## config.mk

```make
export PLATFORM = sky130hd
export DESIGN_NAME = flash_sector_map
export DESIGN_NICKNAME = d
export VERILOG_FILES = /design/src/inc/fsmap_pkg.sv /design/src/rtl/flash_sector_map.sv
export SDC_FILE = /design/constraint.sdc
export NUM_CORES = 1
export LEC_CHECK = 0
export BUFFER_PORTS_ARGS = -buffer_cell sky130_fd_sc_hd__buf_2
export CAP_MARGIN = 20
export CORE_AREA = 2 2 127 129
export DETAILED_ROUTE_END_ITERATION = 6
export DIE_AREA = 0 0 129 131
export PLACE_DENSITY_LB_ADDON = 0.1
export RECOVER_POWER = 50
export SLEW_MARGIN = 20
export SYNTH_ARGS = -nofsm -noshare
export SYNTH_HDL_FRONTEND = slang
export SYNTH_SLANG_ARGS = --single-unit
```

## constraint.sdc

```tcl
create_clock -name CLK_SYS -period 2.1 [get_ports CLK_SYS]
set_input_delay 0.42 -clock CLK_SYS [delete_from_list [all_inputs] [get_ports CLK_SYS]]
set_output_delay 0.42 -clock CLK_SYS [all_outputs]
set_load 0.01 [all_outputs]
```

## src/inc/fsmap_pkg.sv

```systemverilog
package fsmap_pkg;
  // --------------------------------------------------------------
  // Geometry
  // --------------------------------------------------------------
  localparam int ADDR_W = 25;
  localparam int DATA_W = 16;
  localparam int SEC_SHIFT = 17;
  localparam int SEC_W = 8;
  localparam int OFF_W = 17;
  localparam logic [7:0] MAX_SEC_LARGE = 8'hFF;
  localparam logic [7:0] MAX_SEC_MID = 8'h7F;
  localparam logic [7:0] MAX_SEC_SMALL = 8'h3F;
  localparam int PSEC_IDX_LO = 11;
  localparam int PSEC_SEL_LO = 14;
  localparam int PSEC_SEL_HI = 16;
  localparam logic [2:0] PSEC_SEL_BOTTOM = 3'h0;
  localparam logic [2:0] PSEC_SEL_TOP = 3'h7;
  // --------------------------------------------------------------
  // Overlay layout
  // --------------------------------------------------------------
  localparam int TBL_W = 7;
  localparam logic [16:0] ID_LAST = 17'h0000F;
  localparam logic [16:0] CFI_LAST = 17'h00079;
  localparam logic [15:0] UNDEF_WORD_DEF = 16'hFFFF;
  // --------------------------------------------------------------
  // Command words
  // --------------------------------------------------------------
  localparam logic [11:0] UNLOCK1_ADDR = 12'h555;
  localparam logic [11:0] UNLOCK2_ADDR = 12'h2AA;
  localparam logic [11:0] ID_ENTER_ADDR = 12'h555;
  localparam logic [11:0] CFI_ENTER_ADDR = 12'h055;
  localparam logic [7:0] UNLOCK1_DATA = 8'hAA;
  localparam logic [7:0] UNLOCK2_DATA = 8'h55;
  localparam logic [7:0] ID_ENTER_DATA = 8'h90;
  localparam logic [7:0] CFI_ENTER_DATA = 8'h98;
  localparam logic [7:0] EXIT_DATA = 8'hF0;
  // --------------------------------------------------------------
  // Types
  // --------------------------------------------------------------
  typedef enum logic [1:0] {
    U_IDLE = 2'b00,
    U_FIRST = 2'b01,
    U_SECOND = 2'b10
  } unlock_e;
  typedef enum logic [1:0] {
    SRC_ARRAY = 2'b00,
    SRC_ID = 2'b01,
    SRC_CFI = 2'b10,
    SRC_UNDEF = 2'b11
  } rd_src_e;
endpackage

```

## src/rtl/flash_sector_map.sv

```systemverilog
`timescale 1ns/1ps
// Overview of operation
// RL1 - Main array is split into aligned sectors of 0x20000 words each.
// RL2 - Highest sector index is 255, 127 or 63 depending on density.
// RL3 - Optionally the lowest or highest sector holds eight 4 kB parameter sectors.
// RL4 - Bottom or top placement comes from the non-volatile configuration setting.
// RL5 - Parameter sectors take the normal erase and program sequences by address.
// RL6 - Host supplies address down to bit 11; bits 16..11 select the parameter sector.
// RL7 - Bottom: sector n at n*0x800; words 0x4000..0x1FFFF stay sector zero.
// RL8 - Top: parameter sectors fill the last 0x4000 words of the highest sector.
// RL9 - Either identification or query entry brings up the same combined overlay.
// RL10 - Overlay replaces the addressed sector only; other sectors read undefined.
// RL11 - Offsets 0..0xF identification, 0x10..0x79 query, above that undefined.
// RL12 - Identification part exposes up to sixteen words of codes and status.
// RL13 - Query bytes sit in the low byte; high byte reads zero.
// RL14 - Identification words may use both bytes for added fields.
// RL15 - Exit command returns the address space to the main array.
// RL16 - Every write goes to the command buffer, never straight to storage.
// RL17 - Undefined overlay reads still drive a data word.
// RL18 - Writes never alter the table contents; only command sequences act.
module flash_sector_map #(
  parameter logic [7:0] MAX_SECTOR = fsmap_pkg::MAX_SEC_LARGE,
  parameter logic [15:0] UNDEF_WORD = fsmap_pkg::UNDEF_WORD_DEF
) (
  // Clock and reset
  input wire logic CLK_SYS,
  input wire logic RST,
  // Host transaction link, asynchronous to CLK_SYS
  input wire logic LINK_CK,
  input wire logic LINK_CS_N,
  input wire logic LINK_WR,
  input wire logic [fsmap_pkg::ADDR_W-1:0] LINK_ADDR,
  input wire logic [fsmap_pkg::DATA_W-1:0] LINK_WDATA,
  // Non-volatile configuration settings
  input wire logic PARAM_EN,
  input wire logic PARAM_TOP,
  // Main array read port, data taken in the same cycle as the strobe
  output logic ARRAY_RD,
  output logic [fsmap_pkg::ADDR_W-1:0] ARRAY_ADDR,
  input wire logic [fsmap_pkg::DATA_W-1:0] ARRAY_RDATA,
  // Overlay table read port, data taken in the same cycle as the strobe
  output logic TBL_RD,
  output logic [fsmap_pkg::TBL_W-1:0] TBL_IDX,
  input wire logic [fsmap_pkg::DATA_W-1:0] TBL_DATA,
  // Read answer
  output logic RD_VALID,
  output logic [fsmap_pkg::DATA_W-1:0] RD_DATA,
  // Command buffer
  output logic CMD_VALID,
  output logic [fsmap_pkg::ADDR_W-1:0] CMD_ADDR,
  output logic [fsmap_pkg::DATA_W-1:0] CMD_DATA,
  output logic [fsmap_pkg::SEC_W-1:0] CMD_SECTOR,
  output logic CMD_PSEC_HIT,
  output logic [2:0] CMD_PSEC_IDX,
  // Overlay status
  output logic OVL_ACTIVE,
  output logic [fsmap_pkg::SEC_W-1:0] OVL_SECTOR
);
  import fsmap_pkg::*;

  // --------------------------------------------------------------
  // State
  // --------------------------------------------------------------
  typedef struct packed {
    logic ck_1;
    logic ck_2;
    logic ck_3;
    logic cs_1;
    logic cs_2;
    logic wr_1;
    logic wr_2;
    logic [ADDR_W-1:0] addr_1;
    logic [ADDR_W-1:0] addr_2;
    logic [DATA_W-1:0] wd_1;
    logic [DATA_W-1:0] wd_2;
    logic taken;
    unlock_e unlock;
    logic rd_pend;
    rd_src_e rd_src;
    logic array_rd;
    logic [ADDR_W-1:0] array_addr;
    logic tbl_rd;
    logic [TBL_W-1:0] tbl_idx;
    logic rd_valid;
    logic [DATA_W-1:0] rd_data;
    logic cmd_valid;
    logic [ADDR_W-1:0] cmd_addr;
    logic [DATA_W-1:0] cmd_data;
    logic [SEC_W-1:0] cmd_sector;
    logic cmd_psec_hit;
    logic [2:0] cmd_psec_idx;
    logic ovl;
    logic [SEC_W-1:0] ovl_sector;
  } state_s;

  state_s s_r;
  state_s s_nxt;

  // --------------------------------------------------------------
  // Address decoding helpers
  // --------------------------------------------------------------
  // Upper bits beyond the density wrap, as the array has no cells there
  function automatic logic [SEC_W-1:0] sector_of(input logic [ADDR_W-1:0] a);
    sector_of = a[ADDR_W-1:SEC_SHIFT] & MAX_SECTOR; // RL1 RL2
  endfunction

  // Parameter sector hit: bits 16..14 pick the region, 13..11 the sector
  function automatic logic psec_hit(input logic [ADDR_W-1:0] a, input logic en,
                                    input logic top);
    logic [SEC_W-1:0] sec;
    sec = sector_of(a);
    if (!en) begin
      psec_hit = 1'b0;
    end else if (top) begin
      psec_hit = (sec == MAX_SECTOR) &&
                 (a[PSEC_SEL_HI:PSEC_SEL_LO] == PSEC_SEL_TOP); // RL8
    end else begin
      psec_hit = (sec == 8'h00) &&
                 (a[PSEC_SEL_HI:PSEC_SEL_LO] == PSEC_SEL_BOTTOM); // RL7
    end
  endfunction

  // --------------------------------------------------------------
  // Next state
  // --------------------------------------------------------------
  always_comb begin
    logic [SEC_W-1:0] sec;
    logic [OFF_W-1:0] off;
    logic [7:0] wbyte;
    logic [11:0] low;
    s_nxt = s_r;
    sec = sector_of(s_r.addr_2);
    off = s_r.addr_2[OFF_W-1:0];
    wbyte = s_r.wd_2[7:0];
    low = s_r.addr_2[11:0];
    // Two-stage sampling of every link pin before use
    s_nxt.ck_1 = LINK_CK;
    s_nxt.ck_2 = s_r.ck_1;
    s_nxt.ck_3 = s_r.ck_2;
    s_nxt.cs_1 = LINK_CS_N;
    s_nxt.cs_2 = s_r.cs_1;
    s_nxt.wr_1 = LINK_WR;
    s_nxt.wr_2 = s_r.wr_1;
    s_nxt.addr_1 = LINK_ADDR;
    s_nxt.addr_2 = s_r.addr_1;
    s_nxt.wd_1 = LINK_WDATA;
    s_nxt.wd_2 = s_r.wd_1;
    // Strobes last one cycle
    s_nxt.array_rd = 1'b0;
    s_nxt.tbl_rd = 1'b0;
    s_nxt.rd_valid = 1'b0;
    s_nxt.cmd_valid = 1'b0;
    s_nxt.rd_pend = 1'b0;
    // Answer one cycle after the storage strobe
    if (s_r.rd_pend) begin
      s_nxt.rd_valid = 1'b1;
      unique case (s_r.rd_src)
        SRC_ARRAY: s_nxt.rd_data = ARRAY_RDATA;
        SRC_ID: s_nxt.rd_data = TBL_DATA; // RL12 RL14
        SRC_CFI: s_nxt.rd_data = {8'h00, TBL_DATA[7:0]}; // RL13
        SRC_UNDEF: s_nxt.rd_data = UNDEF_WORD; // RL17
      endcase
    end
    // One transaction per chip-select frame
    if (s_r.cs_2) begin
      s_nxt.taken = 1'b0;
    end else if (s_r.ck_2 && !s_r.ck_3 && !s_r.taken) begin
      s_nxt.taken = 1'b1;
      if (s_r.wr_2) begin
        // Writes only ever reach the command buffer; tables have no write path
        s_nxt.cmd_valid = 1'b1; // RL16 RL18
        s_nxt.cmd_addr = s_r.addr_2;
        s_nxt.cmd_data = s_r.wd_2;
        s_nxt.cmd_sector = sec;
        s_nxt.cmd_psec_hit = psec_hit(s_r.addr_2, PARAM_EN, PARAM_TOP); // RL3 RL4 RL5
        s_nxt.cmd_psec_idx = s_r.addr_2[PSEC_IDX_LO+2:PSEC_IDX_LO]; // RL6
        // Overlay entry and exit recogniser
        if (s_r.ovl) begin
          s_nxt.unlock = U_IDLE;
          if (wbyte == EXIT_DATA) begin
            s_nxt.ovl = 1'b0; // RL15
          end
        end else if (low == CFI_ENTER_ADDR && wbyte == CFI_ENTER_DATA) begin
          s_nxt.ovl = 1'b1; // RL9
          s_nxt.ovl_sector = sec;
          s_nxt.unlock = U_IDLE;
        end else begin
          unique case (s_r.unlock)
            U_IDLE: begin
              s_nxt.unlock = (low == UNLOCK1_ADDR && wbyte == UNLOCK1_DATA) ? U_FIRST : U_IDLE;
            end
            U_FIRST: begin
              s_nxt.unlock = (low == UNLOCK2_ADDR && wbyte == UNLOCK2_DATA) ? U_SECOND : U_IDLE;
            end
            U_SECOND: begin
              s_nxt.unlock = U_IDLE;
              if (low == ID_ENTER_ADDR && wbyte == ID_ENTER_DATA) begin
                s_nxt.ovl = 1'b1; // RL9
                s_nxt.ovl_sector = sec;
              end
            end
            default: s_nxt.unlock = U_IDLE;
          endcase
        end
      end else begin
        s_nxt.rd_pend = 1'b1;
        if (s_r.ovl && sec == s_r.ovl_sector) begin
          // Overlay starts at word zero of the entered sector
          s_nxt.tbl_idx = off[TBL_W-1:0];
          if (off <= ID_LAST) begin
            s_nxt.rd_src = SRC_ID; // RL11
            s_nxt.tbl_rd = 1'b1;
          end else if (off <= CFI_LAST) begin
            s_nxt.rd_src = SRC_CFI; // RL11
            s_nxt.tbl_rd = 1'b1;
          end else begin
            s_nxt.rd_src = SRC_UNDEF; // RL11
          end
        end else if (s_r.ovl) begin
          s_nxt.rd_src = SRC_UNDEF; // RL10
        end else begin
          s_nxt.rd_src = SRC_ARRAY;
          s_nxt.array_rd = 1'b1;
          s_nxt.array_addr = s_r.addr_2;
        end
      end
    end
  end

  // --------------------------------------------------------------
  // Registers
  // --------------------------------------------------------------
  // Sync stages reset too, so a stray edge right after reset is not seen
  always_ff @(posedge CLK_SYS) begin
    if (RST) begin
      s_r <= '0;
      s_r.ck_1 <= 1'b0;
      s_r.cs_1 <= 1'b1;
      s_r.cs_2 <= 1'b1;
      s_r.unlock <= U_IDLE;
      s_r.rd_src <= SRC_ARRAY;
    end else begin
      s_r <= s_nxt;
    end
  end

  // Outputs straight from the state register
  assign ARRAY_RD = s_r.array_rd;
  assign ARRAY_ADDR = s_r.array_addr;
  assign TBL_RD = s_r.tbl_rd;
  assign TBL_IDX = s_r.tbl_idx;
  assign RD_VALID = s_r.rd_valid;
  assign RD_DATA = s_r.rd_data;
  assign CMD_VALID = s_r.cmd_valid;
  assign CMD_ADDR = s_r.cmd_addr;
  assign CMD_DATA = s_r.cmd_data;
  assign CMD_SECTOR = s_r.cmd_sector;
  assign CMD_PSEC_HIT = s_r.cmd_psec_hit;
  assign CMD_PSEC_IDX = s_r.cmd_psec_idx;
  assign OVL_ACTIVE = s_r.ovl;
  assign OVL_SECTOR = s_r.ovl_sector;
endmodule // flash_sector_map

```

Word level (Yosys, flattened, before mapping):

Cells that the tools add are included.

* register bits: 209
* memories kept: 0
* RAM bits: 0
* latch bits: 0
* bits in read-only memories: 0

* $mul: 0
* reduce and logical (&&, ||, !) cells: 26
* equality and inequality tests: 16
* $add $sub $neg: 0
* order comparisons: 2
* shift-type cells: 0
* bitwise operators: 5
* div/mod/pow operators: 0
* multiplexer cells: 26

Operators by type and width (number)
* 16-bit one-hot mux with 4 select lines: 1
* 63-bit 2-to-1 mux: 1
* 26-bit 2-to-1 mux: 2
* 8-bit == test (second input constant): 5
* 37-bit 2-to-1 mux: 1
* 9-bit 2-to-1 mux: 3
* 17-bit by 4-bit <= comparator with 1-bit output (second input constant): 1
* 17-bit by 7-bit <= comparator with 1-bit output (second input constant): 1
* 17-bit 2-to-1 mux: 1
* 8-bit 2-to-1 mux: 2
* 12-bit by 10-bit == test with 1-bit output (second input constant): 1
* 12-bit by 11-bit == test with 1-bit output (second input constant): 1
* 12-bit by 7-bit == test with 1-bit output (second input constant): 1
* 2-bit 2-to-1 mux: 6
* 5-bit OR reduction: 2
* 1-bit logical AND: 9
* 8-bit by 7-bit == test with 1-bit output (second input constant): 1
* 8-bit == test: 1
* 8-bit zero test: 1
* 1-bit 2-to-1 mux: 8
* 2-bit == test (second input constant): 3
* 3-bit AND reduction: 2
* 6-bit AND reduction: 1
* 1-bit inverter: 5
* other kinds (11): 15

Depth between registers and ports, before layout:

Gate-level depths: netlist of the first run.

* depth in word-level cells: 7
* gate-level depth with buffers: 6
* mapped depth without buffers: 4

Worst setup path before layout of the first run:

Ideal clock, no wire load.

* path type: flip-flop to flip-flop
* from: register s_r[119] in the netlist's numbering
* to: register s_r (netlist bit TBL_IDX[0])
* period minus slack after synthesis: 1.660 ns
* slack: 0.440 ns
* stages on the path, launching flop included: 5
* path buffers: 0
* arrival: 1.588 ns
* data required time: 2.028 ns
* library setup time: 0.072 ns
* path through: dfxtp_1 > nor4b_4 > nand2_2 > nor4_4 > mux2i_1

* word-level cells in the longest chain between the ends: 3

Ends and longest elaborated chain
* from (decl): line flash_sector_map.sv:96 `state_s s_r;`
* from (signal assigned): line flash_sector_map.sv:243 `s_r <= s_nxt;`
* 1-bit zero test: line flash_sector_map.sv:167 `end else if (s_r.ck_2 && !s_r.ck_3 && !s_r.taken) begin`
* 1-bit logical AND: line flash_sector_map.sv:167
* 4-bit AND reduction (no source line)

No other way between the ends.
A chain may end at the register's enable or synchronous reset.

Worst setup path after layout of the first run:

* from: register s_r[119] in the netlist's numbering
* to: register s_r (netlist bit CMD_PSEC_HIT)

* word-level cells in the longest chain between the ends: 3

Ends and longest elaborated chain (line)
* 1-bit zero test: flash_sector_map.sv:167
* 1-bit logical AND: flash_sector_map.sv:167
* 3-bit AND reduction (no source line)

No other way between the ends.

==> results of run 1 <==
[worst max-delay path, stage by stage (launching register included)]
cell and delay, ps:
dfxtp_1 340, or4b_1 650, nor2_4 310, buf_4 250
o211ai_1 110, a21oi_1 140
[path summary, 6_finish.rpt]
| kind | startpoint | to | slack, ps | cells after the start |
|---|---|---|---|---|
| worst min register to register | s_nxt[204] | s_r[204] | 410 | 1 |
| worst min-delay path | LINK_CS_N | s_nxt[204] | 190 | 2 |
| worst max register to register | s_r[119] | CMD_PSEC_HIT | 210 | 5 |
| worst max-delay path | s_r[119] | CMD_PSEC_HIT | 210 | 5 |
[state kept, by name, indices dropped and copies added, names as in the netlist, 7 cells and up]
name	cells
ARRAY_ADDR	25
CMD_DATA	16
CMD_ADDR	25
OVL_SECTOR	8
TBL_IDX	7
RD_DATA	16
s_r	50
s_nxt	45
[power breakdown]
group | leakage (nW) | internal (W) | switching (W)
registers | 1.61 | 0.00384 | 0.0000556
logic | 1.31 | 0.000133 | 0.000136
clock network | 0.304 | 0.00206 | 0.00136
[per-layer routing]
layer  up-vias  share of wire
met1      2652           0.44
met3        16          0.054
met5         -              0
li1       2818              -
met2       168           0.49
met4         0          0.014
[per-stage QoR]
stage               cell area (sq um)  worst slack, ps  hold WS [ps]  cells
finish                           8620              210           195   1144
global route                     8620             40.9           179   1144
CTS                              8740              224           180   1144
detailed placement               8110              234           405   1112
global placement                 8110              275           415   1112
floorplan                        7670              440           389    838
[synthesized netlist by cell type (all sizes together), types with 5 or more instances]
master | n | area (sq um)
a21oi | 97 | 485
buf | 116 | 848
clkbuf | 38 | 143
dfxtp | 198 | 3960
mux2i | 7 | 70.1
nand2 | 141 | 532
nand2b | 33 | 206
nand3 | 5 | 25.0
nand4 | 17 | 106
nor2 | 7 | 28.8
nor2b | 96 | 601
nor3 | 12 | 65.1
nor4 | 8 | 65.1
o221ai | 16 | 140
o31ai | 8 | 60.1
xnor2 | 9 | 78.8
[kinds of logic (layout without fill, tap and decap cells)]
group,count (synthesis),count (layout),synth area share
compound gates,127,127,0.0961
xor+xnor,9,9,0.0103
buf+inv,157,247,0.131
flops,198,198,0.517
mux,7,7,0.00914
simple gates,340,340,0.237
[area by class of cell]
| type | count | area (sq um) |
|---|---|---|
| flip-flops and latches | 198 | 3960 |
| multi-input cells | 483 | 2720 |
| inverters | 3 | 11.3 |
| fillers | 1475 | 6970 |
| repair buffers | 212 | 1030 |
| clock buffers | 21 | 460 |
| clock inverters | 11 | 171 |
| well taps | 216 | 270 |
==> impl_metrics.csv, run 1 <==
group,metric,value,unit
sta,hold_viol,0,
global_route,met3_usage,0.0550,
clock_network,postCtsHoldBufs,0,
yosys,syn_avg_cell_area,9.15,sq um
worst_hold_path,min_path_type,"primary input to register",
worst_setup_path,crit_path_start_kind,"register",
yosys,syn_nets,918,
yosys,yosysSeqAreaShare,0.517,
power_and_ir_drop,irDropWorstVdd,0.612,mV
die,rows,46,
global_route,grt_max_degree,87,
clock_network,clk-insertion-delay-late,420,ps
yosys,netlist_area,0.00767,sq mm
clock_network,path_clk_slew,70,ps
die,dieArea,0.0169,sq mm
sta,fmax,0.529,GHz
sta,setup_viol,0,
global_route,antenna_found_initial,0,
power_and_ir_drop,cellPowerDensity,880,mW/mm^2
global_route,use_met1,0.248,
route,routed_wl,17000,um
die,die_w,129,um
worst_setup_path,worst-setup-path-type,"register to register",
route,num_vias,5654,
sta,slew_violations,0,
yosys,yosysUniqueCellTypes,42,
yosys,synthArstFlopShare,0,
yosys,synth-edff-count,0,
worst_setup_path,cp_max_fo,13,
yosys,yosys_warnings,0,
clock_network,ctsResizeCount,0,
route,drc,0,
clock_network,numCtsBuffers,17,
die,ioPinCount,194,
worst_setup_path,cp.arrival,2230,ps
power_and_ir_drop,power,0.00759,W
cells_and_area,layout_common_cells,"dfxtp_1 (198), nand2_1 (139), buf_2 (126), a21oi_1 (97), nor2b_1 (96)",
clock_network,post-cts-setup-buffer-count,0,
clock_network,clock_sinks,198,
run,cap_violations,0,
cells_and_area,nNetsFinal,995,
yosys,ys_seq_elements,198,
sta,skew,7.71,ps
outcome,status,"complete, no violations",
route,vias_per_cell,4.94,
sta,fin_tns_setup,0,ps
yosys,synthCells,838,
sta,tightest_slew,1140,ps
sta,maxSlewHeadroom,0.239,
placed_design,io_buffers,193,
power_and_ir_drop,p_leak,3.23,nW
clock_network,cts_tree,"done",
clock_network,htreeDepth,4,
sta,period_share,0.900,
cells_and_area,antenna_cells,0,
cells_and_area,syn_to_final_growth,12.5,%
route,ant_nets,0,
worst_setup_path,crit_required,2440,ps
die,core_area,0.0156,sq mm
global_route,gr-total-overflow,0,
sta,rsz0062_at_grt,"no",
die,die_h,131,um
global_route,grt_pass1_wl,26700,um
worst_setup_path,end_kind,"register",
global_route,grt_pass1_vias,5461,
route,wire_per_inst,14.8,um
global_route,busiest_layer,"met2",
global_route,grtUsageMet2,0.348,
clock_network,clock_path_buffers,2,
cells_and_area,drive_gt1_frac,0.199,
sta,layout_min_cycle_time,1890,ps
die,initial_utilization,0.492,
global_route,track_usage,0.202,
clock_network,cts_root_buf,"clkbuf_16",
route,drt-initial-drc-count,290,
cells_and_area,utilization,0.553,
placed_design,globalplace.congestion,0.800,
placed_design,place.detailed.hpwl,12100,um
route,drtPass1Iterations,4,
cells_and_area,final_common_cell,"dfxtp_1",
yosys,ys.flop_type,"dfxtp_1",
Note: power is estimated with default switching activity, not from simulation.
==> run 2, diff against run 1 <==
--- a/config.mk
+++ b/config.mk
@@ -7,11 +7,13 @@
 export LEC_CHECK = 0
 export BUFFER_PORTS_ARGS = -buffer_cell sky130_fd_sc_hd__buf_2
 export CAP_MARGIN = 20
-export CORE_AREA = 2 2 127 129
+export CORE_AREA = 2 2 134 136
+export CTS_CLUSTER_SIZE = 28
 export DETAILED_ROUTE_END_ITERATION = 6
-export DIE_AREA = 0 0 129 131
+export DIE_AREA = 0 0 136 138
 export PLACE_DENSITY_LB_ADDON = 0.1
 export RECOVER_POWER = 50
+export REMOVE_ABC_BUFFERS = 1
 export SLEW_MARGIN = 20
 export SYNTH_ARGS = -nofsm -noshare
 export SYNTH_HDL_FRONTEND = slang
==> run 2 against run 1 <==
Against the previous run: design area fell by 0.42%; global-route usage decreased by 2.0 points; routed wire length up 0.18%; core utilization shrank 6.3 points; first-iteration DRC count is 1.4% higher; via count down 0.87%; setup slack improved by 78 ps; combinational power is 3% higher.
==> impl_metrics.csv, run 2 (same netlist as run 1, synthesis figures left out) <==
group,metric,value,unit
sta,period_share,0.863,
clock_network,numCtsBuffers,17,
worst_setup_path,crit_required,2430,ps
route,num_vias,5605,
die,die_h,138,um
worst_setup_path,cp.arrival,2140,ps
power_and_ir_drop,p_leak,3.20,nW
die,core_area,0.0175,sq mm
global_route,grt_max_degree,75,
sta,timing.final.ws_setup,288,ps
cells_and_area,stdcell_area,0.00859,sq mm
route,drt-initial-drc-count,294,
sta,skew,6.90,ps
worst_setup_path,worst-setup-path-type,"register to register",
clock_network,post-cts-setup-buffer-count,0,
cells_and_area,final_common_cell,"dfxtp_1",
cells_and_area,syn_to_final_growth,12.0,%
global_route,grt_pass1_vias,5289,
die,ioPinCount,194,
global_route,grtUsageMet2,0.303,
cells_and_area,drive_gt1_frac,0.201,
sta,setup_viol,0,
global_route,grt_pass1_wl,27100,um
outcome,status,"complete, no violations",
sta,maxSlewHeadroom,0.120,
sta,rsz0062_at_grt,"no",
global_route,use_met1,0.227,
global_route,antenna_found_initial,0,
global_route,met3_usage,0.0484,
sta,slew_violations,0,
clock_network,postCtsHoldBufs,0,
die,initial_utilization,0.437,
route,routed_wl,17000,um
die,die_w,136,um
global_route,gr-total-overflow,0,
cells_and_area,utilization,0.490,
route,wire_per_inst,14.7,um
clock_network,cts_root_buf,"clkbuf_16",
placed_design,place.detailed.hpwl,11800,um
cells_and_area,antenna_cells,0,
worst_setup_path,crit_path_start_kind,"register",
route,vias_per_cell,4.85,
placed_design,io_buffers,193,
clock_network,ctsResizeCount,0,
cells_and_area,layout_common_cells,"dfxtp_1 (198), nand2_1 (139), buf_2 (126), a21oi_1 (97), nor2b_1 (96)",
clock_network,clock_sinks,198,
clock_network,clock_path_buffers,2,
cells_and_area,nNetsFinal,993,
route,drtPass1Iterations,5,
clock_network,clk-insertion-delay-late,430,ps
power_and_ir_drop,irDropWorstVdd,0.546,mV
worst_setup_path,cp_max_fo,18,
sta,layout_min_cycle_time,1810,ps
placed_design,place_area,0.00811,sq mm
cells_and_area,top_register,"s_r",
sta,hold_viol,0,
global_route,busiest_layer,"met2",
placed_design,dp_slack,291,ps
cells_and_area,largest_register_ffs,50,
worst_hold_path,min_from,"LINK_WDATA[12]",
clock_network,htreeDepth,4,
placed_design,globalplace.congestion,0.768,
sta,fmax,0.552,GHz
cells_and_area,fillers,1721,
route,ant_nets,0,
worst_hold_path,min_path_type,"primary input to register",
worst_setup_path,end_kind,"register",
run,cap_violations,0,
die,rows,49,
clock_network,cts_tree,"done",
worst_setup_path,startpoint,"s_r[119]",
cells_and_area,multi_input_area,0.00272,sq mm
sta,tightest_slew,1320,ps
die,dieArea,0.0188,sq mm
clock_network,path_clk_slew,70,ps
sta,fin_tns_setup,0,ps
power_and_ir_drop,cellPowerDensity,854,mW/mm^2
worst_setup_path,r2r_start,"s_r[119]",
global_route,track_usage,0.182,
cells_and_area,regArea,0.00396,sq mm
power_and_ir_drop,power,0.00733,W
route,drc,0,
## run 2: cell types whose count changed in the layout (fill, tap and decap cells not counted), sizes merged
cell,previous run,this run
inv,5,10
clkbuf,91,87
buf,142,141
clkinvlp,2,3
bufinv,4,1
## run 2: path summary, 6_finish.rpt
path,endpoint,slack [ps],cells after the start
worst max register to register,ARRAY_ADDR[13],290,5
worst max-delay path,ARRAY_ADDR[13],290,5
worst min-delay path,s_nxt[132],190,2
worst min register to register,s_r[204],430,1
## run 2: power breakdown
part | internal (W) | total [W] | leakage (nW) | switching, W
registers | 0.00383 | 0.00389 | 1.61 | 0.0000519
clock network | 0.00170 | 0.00317 | 0.278 | 0.00147
logic | 0.000136 | 0.000276 | 1.31 | 0.000140
total | 0.00567 | 0.00733 | 3.20 | 0.00166
## run 2: worst max-delay path, cell delays in order (launching register included)
cell,delay [ps]
dfxtp_1,350
or4b_1,660
nor3_4,210
buf_4,280
nand2_1,80
a21oi_1,130
## run 2: stage by stage
stage / hold WS, ps / std cells
finish: 192 / 1155
CTS: 177 / 1155
floorplan: 389 / 684
detailed placement: 406 / 1123
global placement: 420 / 1123
global route: 187 / 1155
## run 2: layer usage
layer	part of all wire	up-vias
met4	0.019	0
met3	0.068	22
met2	0.48	179
met1	0.43	2579
li1	-	2825
met5	0	-
## run 2: cell type report
cell class,instances,area share
clock buffers,18,0.0511
clock inverters,14,0.0160
inverters,3,0.00131
multi-input cells,483,0.316
flip-flops and latches,198,0.462
well taps,229,0.0334
repair buffers,210,0.120
